$ cat config.mk
export PLATFORM = sky130hd
export DESIGN_NAME = swic_top
export DESIGN_NICKNAME = d
export VERILOG_FILES = /design/src/swic_pkg.sv /design/src/swic_sync3.sv /design/src/swic_top.sv
export VERILOG_INCLUDE_DIRS = /design/src /design/src/src
export SDC_FILE = /design/constraint.sdc
export NUM_CORES = 1
export LEC_CHECK = 0
export BUFFER_PORTS_ARGS = -buffer_cell sky130_fd_sc_hd__buf_2
export CORE_AREA = 2 2 49 51
export DETAILED_ROUTE_END_ITERATION = 10
export DIE_AREA = 0 0 51 53
export GPL_ROUTABILITY_DRIVEN = 0
export GPL_TIMING_DRIVEN = 0
export PLACE_DENSITY = 0.81
export SYNTH_ARGS = -nofsm -noshare
export SYNTH_HDL_FRONTEND = slang
export SYNTH_HIERARCHICAL = 1
export SYNTH_SLANG_ARGS = --single-unit
$ cat constraint.sdc
create_clock -name clock_i -period 5 [get_ports clock_i]
set_input_delay 1 -clock clock_i [delete_from_list [all_inputs] [get_ports clock_i]]
set_output_delay 1 -clock clock_i [all_outputs]
set_load 0.05 [all_outputs]
$ cat src/swic_cfg.svh
// Register offsets, field positions and reset values of the sleep/wake interrupt control block
`ifndef SWIC_CFG_SVH
`define SWIC_CFG_SVH

`define SWIC_CTRL_OFFSET     8'h2C
`define SWIC_CTRL_RESET      8'h00
`define SWIC_BIT_FIFO_GATE   7
`define SWIC_BIT_WAKE_TRANS  6
`define SWIC_BIT_WAKE_ORIENT 5
`define SWIC_BIT_WAKE_PULSE  4
`define SWIC_BIT_WAKE_FFMT   3
`define SWIC_BIT_WAKE_VECM   2
`define SWIC_BIT_IRQ_POL     1
`define SWIC_BIT_IRQ_DRIVE   0
`define SWIC_NUM_DET         5

`endif

$ cat src/swic_pkg.sv
// Types shared by the sleep/wake interrupt control block
package swic_pkg;
    // Gate state of the FIFO input
    typedef enum logic [0:0] {
        SWIC_GATE_OPEN,
        SWIC_GATE_FROZEN
    } swic_gate_e;
    // Control register image
    typedef logic [7:0] swic_reg_t;
endpackage

$ cat src/swic_sync3.sv
// Three-flop synchroniser for one pin input, change taken once flops two and three agree
`timescale 1ns/1ns
`default_nettype none
module swic_sync3
    import swic_pkg::*;
(
    input  wire logic clock_i,
    input  wire logic arst_n_i,
    input  wire logic din_i,
    output logic      dout_o
);
    // ------------------------------------------------------------
    // Synchroniser chain
    // ------------------------------------------------------------
    logic [2:0] chain_q;   // Flop chain
    logic [2:0] chain_d;   // Next chain
    logic       out_q;     // Filtered level
    logic       out_d;     // Next filtered level

    // Shift in and accept a change when flops two and three agree
    always_comb begin
        chain_d = {chain_q[1:0], din_i};
        out_d   = out_q;
        if (chain_q[1] == chain_q[2]) begin
            out_d = chain_q[2];
        end
    end

    // Register chain and output
    always_ff @(posedge clock_i or negedge arst_n_i) begin
        if (!arst_n_i) begin
            chain_q <= 3'h0;
            out_q   <= 1'b0;
        end else begin
            chain_q <= chain_d;
            out_q   <= out_d;
        end
    end

    assign dout_o = out_q;
endmodule // swic_sync3
`default_nettype wire

$ cat src/swic_top.sv
// Sleep/wake FIFO gate, detector wake enables and interrupt pin drive control
`timescale 1ns/1ns
`default_nettype none
`include "swic_cfg.svh"

// What this block does
// - Gate off: flush FIFO on sleep/wake change
// - Gate on: keep FIFO, reject samples until emptied
// - Sample while frozen sets gate error flag
// - Emptying FIFO clears gate error flag
// - Flush FIFO on every data rate change
// - Bit 6 keeps transient detector on in sleep
// - Bit 5 keeps orientation detector on in sleep
// - Bit 4 keeps pulse detector on in sleep
// - Bit 3 keeps freefall/motion detector on in sleep
// - Bit 2 keeps vector-magnitude detector on in sleep
// - Bit 1 picks interrupt level, low default
// - Bit 0 picks push-pull or open drain
// - Sleep/wake change with auto-sleep enabled resets detector debounce counters
// - Auto-sleep enable gates sleep entry; clearing it forces wake
module swic_top
    import swic_pkg::*;
(
    input  wire logic       clock_i,          // 50 MHz device clock
    input  wire logic       arst_n_i,         // Asynchronous reset, active low
    input  wire logic       reg_wr_i,         // Register write strobe
    input  wire logic [7:0] reg_addr_i,       // Register address
    input  wire logic [7:0] reg_wdata_i,      // Register write data
    output logic      [7:0] reg_rdata_o,      // Register read data
    input  wire logic       auto_sleep_en_i,  // Auto-sleep enable from rate control
    input  wire logic       sleep_req_i,      // Sleep request from inactivity timer
    input  wire logic       odr_change_i,     // Pulse: output data rate changed
    input  wire logic       sample_valid_i,   // Pulse: new sample for the FIFO
    input  wire logic       fifo_empty_i,     // FIFO holds no samples
    input  wire logic [4:0] det_irq_i,        // Detector events, trans/orient/pulse/ffmt/vecm
    input  wire logic       irq_a_req_i,      // Routed interrupt request, line a
    input  wire logic       irq_b_req_i,      // Routed interrupt request, line b
    input  wire logic       irq_line_a_pin_i, // Pin level of line a
    input  wire logic       irq_line_b_pin_i, // Pin level of line b
    output logic            sample_accept_o,  // Sample may enter the FIFO
    output logic            fifo_flush_o,     // Pulse: flush the FIFO
    output logic            debounce_clr_o,   // Pulse: clear detector debounce counters
    output logic            sleep_mode_o,     // System is in sleep mode
    output logic            fgerr_o,          // Gate error flag of system mode status
    output logic      [4:0] det_enable_o,     // Detector run enables
    output logic            wake_o,           // Pulse: enabled detector woke the system
    output logic            irq_line_a_o,     // Line a output level
    output logic            irq_line_a_oe_o,  // Line a output enable
    output logic            irq_line_b_o,     // Line b output level
    output logic            irq_line_b_oe_o,  // Line b output enable
    output logic            irq_line_a_lvl_o, // Line a synchronised level
    output logic            irq_line_b_lvl_o  // Line b synchronised level
);
    // ------------------------------------------------------------
    // Control register
    // ------------------------------------------------------------
    swic_reg_t ctrl_q;   // Control register image
    swic_reg_t ctrl_d;   // Next image
    logic      gate_en;  // FIFO gate enable bit
    logic      ipol;     // Interrupt polarity bit
    logic      drive_od; // Open drain select

    // Register write decode
    always_comb begin
        ctrl_d = ctrl_q;
        if (reg_wr_i && (reg_addr_i == `SWIC_CTRL_OFFSET)) begin
            ctrl_d = reg_wdata_i;
        end
    end

    // Register storage
    always_ff @(posedge clock_i or negedge arst_n_i) begin
        if (!arst_n_i) begin
            ctrl_q <= `SWIC_CTRL_RESET;
        end else begin
            ctrl_q <= ctrl_d;
        end
    end

    assign gate_en  = ctrl_q[`SWIC_BIT_FIFO_GATE];
    assign ipol     = ctrl_q[`SWIC_BIT_IRQ_POL];
    assign drive_od = ctrl_q[`SWIC_BIT_IRQ_DRIVE];

    // Read mux, unmapped addresses read zero
    always_comb begin
        reg_rdata_o = 8'h00;
        if (reg_addr_i == `SWIC_CTRL_OFFSET) begin
            reg_rdata_o = ctrl_q;
        end
    end

    // ------------------------------------------------------------
    // Sleep/wake mode, gate and error flag
    // ------------------------------------------------------------
    logic       sleep_q, sleep_d;   // Current system mode
    swic_gate_e gate_q, gate_d;     // FIFO input gate state
    logic       fgerr_q, fgerr_d;   // Gate error flag
    logic       flush_q, flush_d;   // Flush pulse
    logic       dbclr_q, dbclr_d;   // Debounce clear pulse
    logic       trans;              // Mode changes this cycle
    logic       wake_evt;           // Enabled detector fired in sleep

    assign wake_evt = sleep_q && (|(det_irq_i & det_enable_o));

    // Next mode, gate, flag and pulses
    always_comb begin
        sleep_d = sleep_q;
        if (!auto_sleep_en_i) begin
            sleep_d = 1'b0;
        end else if (sleep_q) begin
            sleep_d = !wake_evt;
        end else begin
            sleep_d = sleep_req_i;
        end
        trans   = (sleep_d != sleep_q);
        gate_d  = gate_q;
        fgerr_d = fgerr_q;
        flush_d = odr_change_i;
        dbclr_d = trans && auto_sleep_en_i;
        if (gate_q == SWIC_GATE_FROZEN) begin
            // Host drained the FIFO: reopen and clear the error
            if (fifo_empty_i) begin
                gate_d  = SWIC_GATE_OPEN;
                fgerr_d = 1'b0;
            end else if (sample_valid_i) begin
                fgerr_d = 1'b1;
            end
        end
        if (trans) begin
            if (gate_en) begin
                if (!fifo_empty_i) begin
                    gate_d = SWIC_GATE_FROZEN;
                end
            end else begin
                flush_d = 1'b1;
            end
        end
    end

    // Mode and gate registers
    always_ff @(posedge clock_i or negedge arst_n_i) begin
        if (!arst_n_i) begin
            sleep_q <= 1'b0;
            gate_q  <= SWIC_GATE_OPEN;
            fgerr_q <= 1'b0;
            flush_q <= 1'b0;
            dbclr_q <= 1'b0;
        end else begin
            sleep_q <= sleep_d;
            gate_q  <= gate_d;
            fgerr_q <= fgerr_d;
            flush_q <= flush_d;
            dbclr_q <= dbclr_d;
        end
    end

    assign sample_accept_o = (gate_q == SWIC_GATE_OPEN);
    assign fifo_flush_o    = flush_q;
    assign debounce_clr_o  = dbclr_q;
    assign sleep_mode_o    = sleep_q;
    assign fgerr_o         = fgerr_q;
    assign wake_o          = wake_evt;

    // ------------------------------------------------------------
    // Detector enables, bits 6 down to 2
    // ------------------------------------------------------------
    genvar gi;
    generate
        for (gi = 0; gi < `SWIC_NUM_DET; gi++) begin : g_det
            // Detector runs in wake, or in sleep when its bit is set
            // Entry gi follows the event bit order, vector magnitude at 0, transient at 4
            assign det_enable_o[gi] = !sleep_q
                                      || ctrl_q[`SWIC_BIT_WAKE_VECM + gi];
        end
    endgenerate

    // ------------------------------------------------------------
    // Interrupt pin drivers
    // ------------------------------------------------------------
    // Asserted level follows polarity; open drain drives only that level
    assign irq_line_a_o    = irq_a_req_i ? ipol : !ipol;
    assign irq_line_b_o    = irq_b_req_i ? ipol : !ipol;
    assign irq_line_a_oe_o = !drive_od || irq_a_req_i;
    assign irq_line_b_oe_o = !drive_od || irq_b_req_i;

    // Pin readback through synchronisers
    swic_sync3 u_sync_a (
        .clock_i  (clock_i),
        .arst_n_i (arst_n_i),
        .din_i    (irq_line_a_pin_i),
        .dout_o   (irq_line_a_lvl_o)
    );
    swic_sync3 u_sync_b (
        .clock_i  (clock_i),
        .arst_n_i (arst_n_i),
        .din_i    (irq_line_b_pin_i),
        .dout_o   (irq_line_b_lvl_o)
    );
endmodule // swic_top
`default_nettype wire

==> results.json <==
{
  "fin_setup_tns_ns": 0,
  "setup_viol": 0,
  "finalNonFillerCells": 162,
  "outcome": "finished, final reports clean",
  "dr.first_iter.drc_count": 8,
  "hold-path-cell-count": 0,
  "hold_viol": 0,
  "syn-cell-area_um2": 943,
  "syn-num-nets": 106,
  "power_frac_comb_pct": 28.4,
  "routed_wl_um": 2010,
  "place_ws_ns": 1.36,
  "cts_setup_buffers": 0,
  "cp.required_ns": 4.00,
  "antenna_found_initial": 0,
  "numPortBuffers": 57,
  "clk_path_buf_depth": 2,
  "fmax_mhz": 278,
  "ys_seq_area_share_pct": 55.7,
  "end_kind": "primary output",
  "layout_commonest_cell": "buf_2",
  "critical_path.startpoint_type": "input port",
  "power_w": 0.000377,
  "start_util_pct": 43.9,
  "clkPwrFrac_pct": 20.8,
  "die_w_um": 51,
  "grt_pass1_wl_um": 3240,
  "irDropWorstVdd_mv": 0.134,
  "htreeDepth": 1,
  "vias_per_cell": 4.69,
  "r2r_slack_ns": 3.65,
  "timing.final.crit_share_pct": 71.8,
  "dp_cells": 158,
  "grt_start_max_net_pins": 22,
  "cp.arrival_ns": 2.59,
  "coreArea_um2": 2150,
  "cts_tree": "yes",
  "final.min_clock_period_ns": 3.59,
  "grt_pass1_vias": 711,
  "hold_buffers": 0,
  "first_pass_iters": 4,
  "fin_util_pct": 60.1,
  "clock_sinks": 21,
  "layout_common_cells": "buf_2 (57), dfrtp_1 (21), mux2_4 (8)",
  "maxCapViolCount": 0,
  "holdCritStartpoint": "u_sync_b/chain_q[0]",
  "cts_buffers": 3,
  "yosysWarnings": 6,
  "io_pins": 58,
  "intPower_w": 0.000245,
  "reg2reg_from": "ctrl_q[3]",
  "dieArea_um2": 2700,
  "p_per_area_nw_per_um2": 292,
  "worstHoldPathType": "reg2reg",
  "track_usage_pct": 16.2,
  "rsz0062_at_grt": "no",
  "drc_errors": 0,
  "max_slew_margin_pct": 59.8,
  "worst_setup_hold_path_clk_slew_ns": 0.11,
  "drtAntennaViolNets": 0,
  "synth_top_area_cell": "dfrtp_1",
  "wl_per_cell_um": 12.4,
  "ctsRootBufferMaster": "clkbuf_4",
  "synth_area_leaders": "dfrtp_1 (56%), mux2_4 (13%), and2_1 (4.6%)",
  "synth_seq_cells": 21,
  "rows": 17,
  "cts-resized-gates": 0,
  "drive_above_1_share_pct": 56.7,
  "die_h_um": 53,
  "power_switching_w": 0.000132,
  "area_growth_pct": 36.9,
  "maxSlewViolCount": 0,
  "nNetsFinal": 168,
  "postSynthAreaPerCell_um2": 12.9,
  "timing.rr.end": "fifo_flush_o",
  "r2r_cells": 3,
  "ys_types": 25,
  "synth_top_area_share_pct": 55.7,
  "switching_share_pct": 35.1,
  "critical_path_class": "in2out",
  "min_to": "u_sync_b/chain_q[1]",
  "setup_ws_ns": 1.41,
  "clk_latency_ns": 0.29,
  "synthCells": 73,
  "fin_skew_ns": 0.00240,
  "gr-total-overflow": 0,
  "vias": 759,
  "cp_max_fo": 7,
  "hpwl_um": 1660,
  "n_antenna_cell": 0,
  "p_seq_share_pct": 50.8,
  "leakagePower_nw": 0.695,
  "worst_pin_slew_ns": 0.599
}
-- per-stage QoR --
| step | cell area (µm²) | hold WS [ns] |
|---|---|---|
| 2_1_floorplan | 943 | 0.331 |
| 3_3_place_gp | 1260 | 0.333 |
| 3_5_place_dp | 1260 | 0.336 |
| 4_1_cts | 1290 | 0.364 |
| 5_1_grt | 1290 | 0.386 |
| 6_report | 1290 | 0.360 |
-- how the worst max path moves through the flow --
stage	startpoint	to	slack, ns
6_report	reg_addr_i[4]	reg_rdata_o[5]	1.41
5_1_grt	reg_addr_i[4]	reg_rdata_o[5]	1.23
4_1_cts	reg_addr_i[4]	reg_rdata_o[5]	1.36
3_5_place_dp	reg_addr_i[4]	reg_rdata_o[6]	1.36
3_3_place_gp	reg_addr_i[4]	reg_rdata_o[3]	1.36
2_1_floorplan	reg_addr_i[4]	reg_rdata_o[7]	1.01
-- logic make-up (layout without fill, tap and decap cells) --
logic type,after synthesis,in the layout,share of synthesized area (%)
and+or+nand+nor,23,23,16.2
DFF,21,21,55.7
adders and majority gates,2,2,2.39
AOI/OAI and AO/OA,11,11,7.96
xor gates and xnor gates,2,2,1.86
muxes,8,8,12.7
buffers and inverters,6,67,3.18
-- flip-flops by register name, indices dropped and copies added, names as in the netlist --
name              flops
ctrl_q                8
u_sync_a/chain_q      3
u_sync_b/chain_q      3
debounce_clr_o        1
fgerr_o               1
fifo_flush_o          1
gate_q                1
sleep_mode_o          1
u_sync_a/dout_o       1
u_sync_b/dout_o       1
-- power groups by stage --
stage	Sequential, W	Combinational, W	Clock [W]
2_1_floorplan	0.000219	0.0000503	0
5_1_grt	0.000194	0.000114	0.0000898
6_report	0.000192	0.000107	0.0000786
3_5_place_dp	0.000195	0.000108	0
3_3_place_gp	0.000195	0.000106	0
4_1_cts	0.000192	0.000108	0.0000806
-- cell usage after synthesis --
| library cell | n |
|---|---|
| a21oi_1 | 4 |
| a222oi_1 | 1 |
| a22oi_1 | 1 |
| a311oi_1 | 1 |
| a31o_2 | 1 |
| and2_1 | 7 |
| and3_1 | 1 |
| and4_1 | 1 |
| buf_6 | 1 |
| dfrtp_1 | 21 |
| inv_1 | 5 |
| maj3_2 | 2 |
| mux2_4 | 8 |
| nand2_1 | 1 |
| nand2b_1 | 7 |
| nor2_1 | 1 |
| nor3_1 | 1 |
| nor4_1 | 1 |
| o21a_1 | 1 |
| o21ai_0 | 1 |
| o31ai_1 | 1 |
| or2_2 | 1 |
| or4_4 | 1 |
| or4b_4 | 1 |
| xnor2_1 | 2 |
-- layer usage --
metal	global-route usage, %	part of all wire (%)	routed length [µm]
met1	19.6	42	841
met2	29.9	51	1020
met3	3.11	7.0	141
met4	3.60	0	0
met5	0	0	0
-- area by class of cell --
cell class	instances	area, µm²
Timing Repair Buffer	57	285
Clock inverter	1	5.00
Tap cell	28	35.0
Inverter	5	18.8
Multi-Input combinational cell	46	388
Fill cell	189	857
Sequential cell	21	526
Clock buffer	3	22.5
Buffer	1	11.3
-- worst max-delay path: stages --
cell	delay (ns)
buf_2	0.09
or4b_4	0.54
nor3_1	0.49
and2_1	0.21
buf_2	0.26
Power figures use the tool's default switching activity.
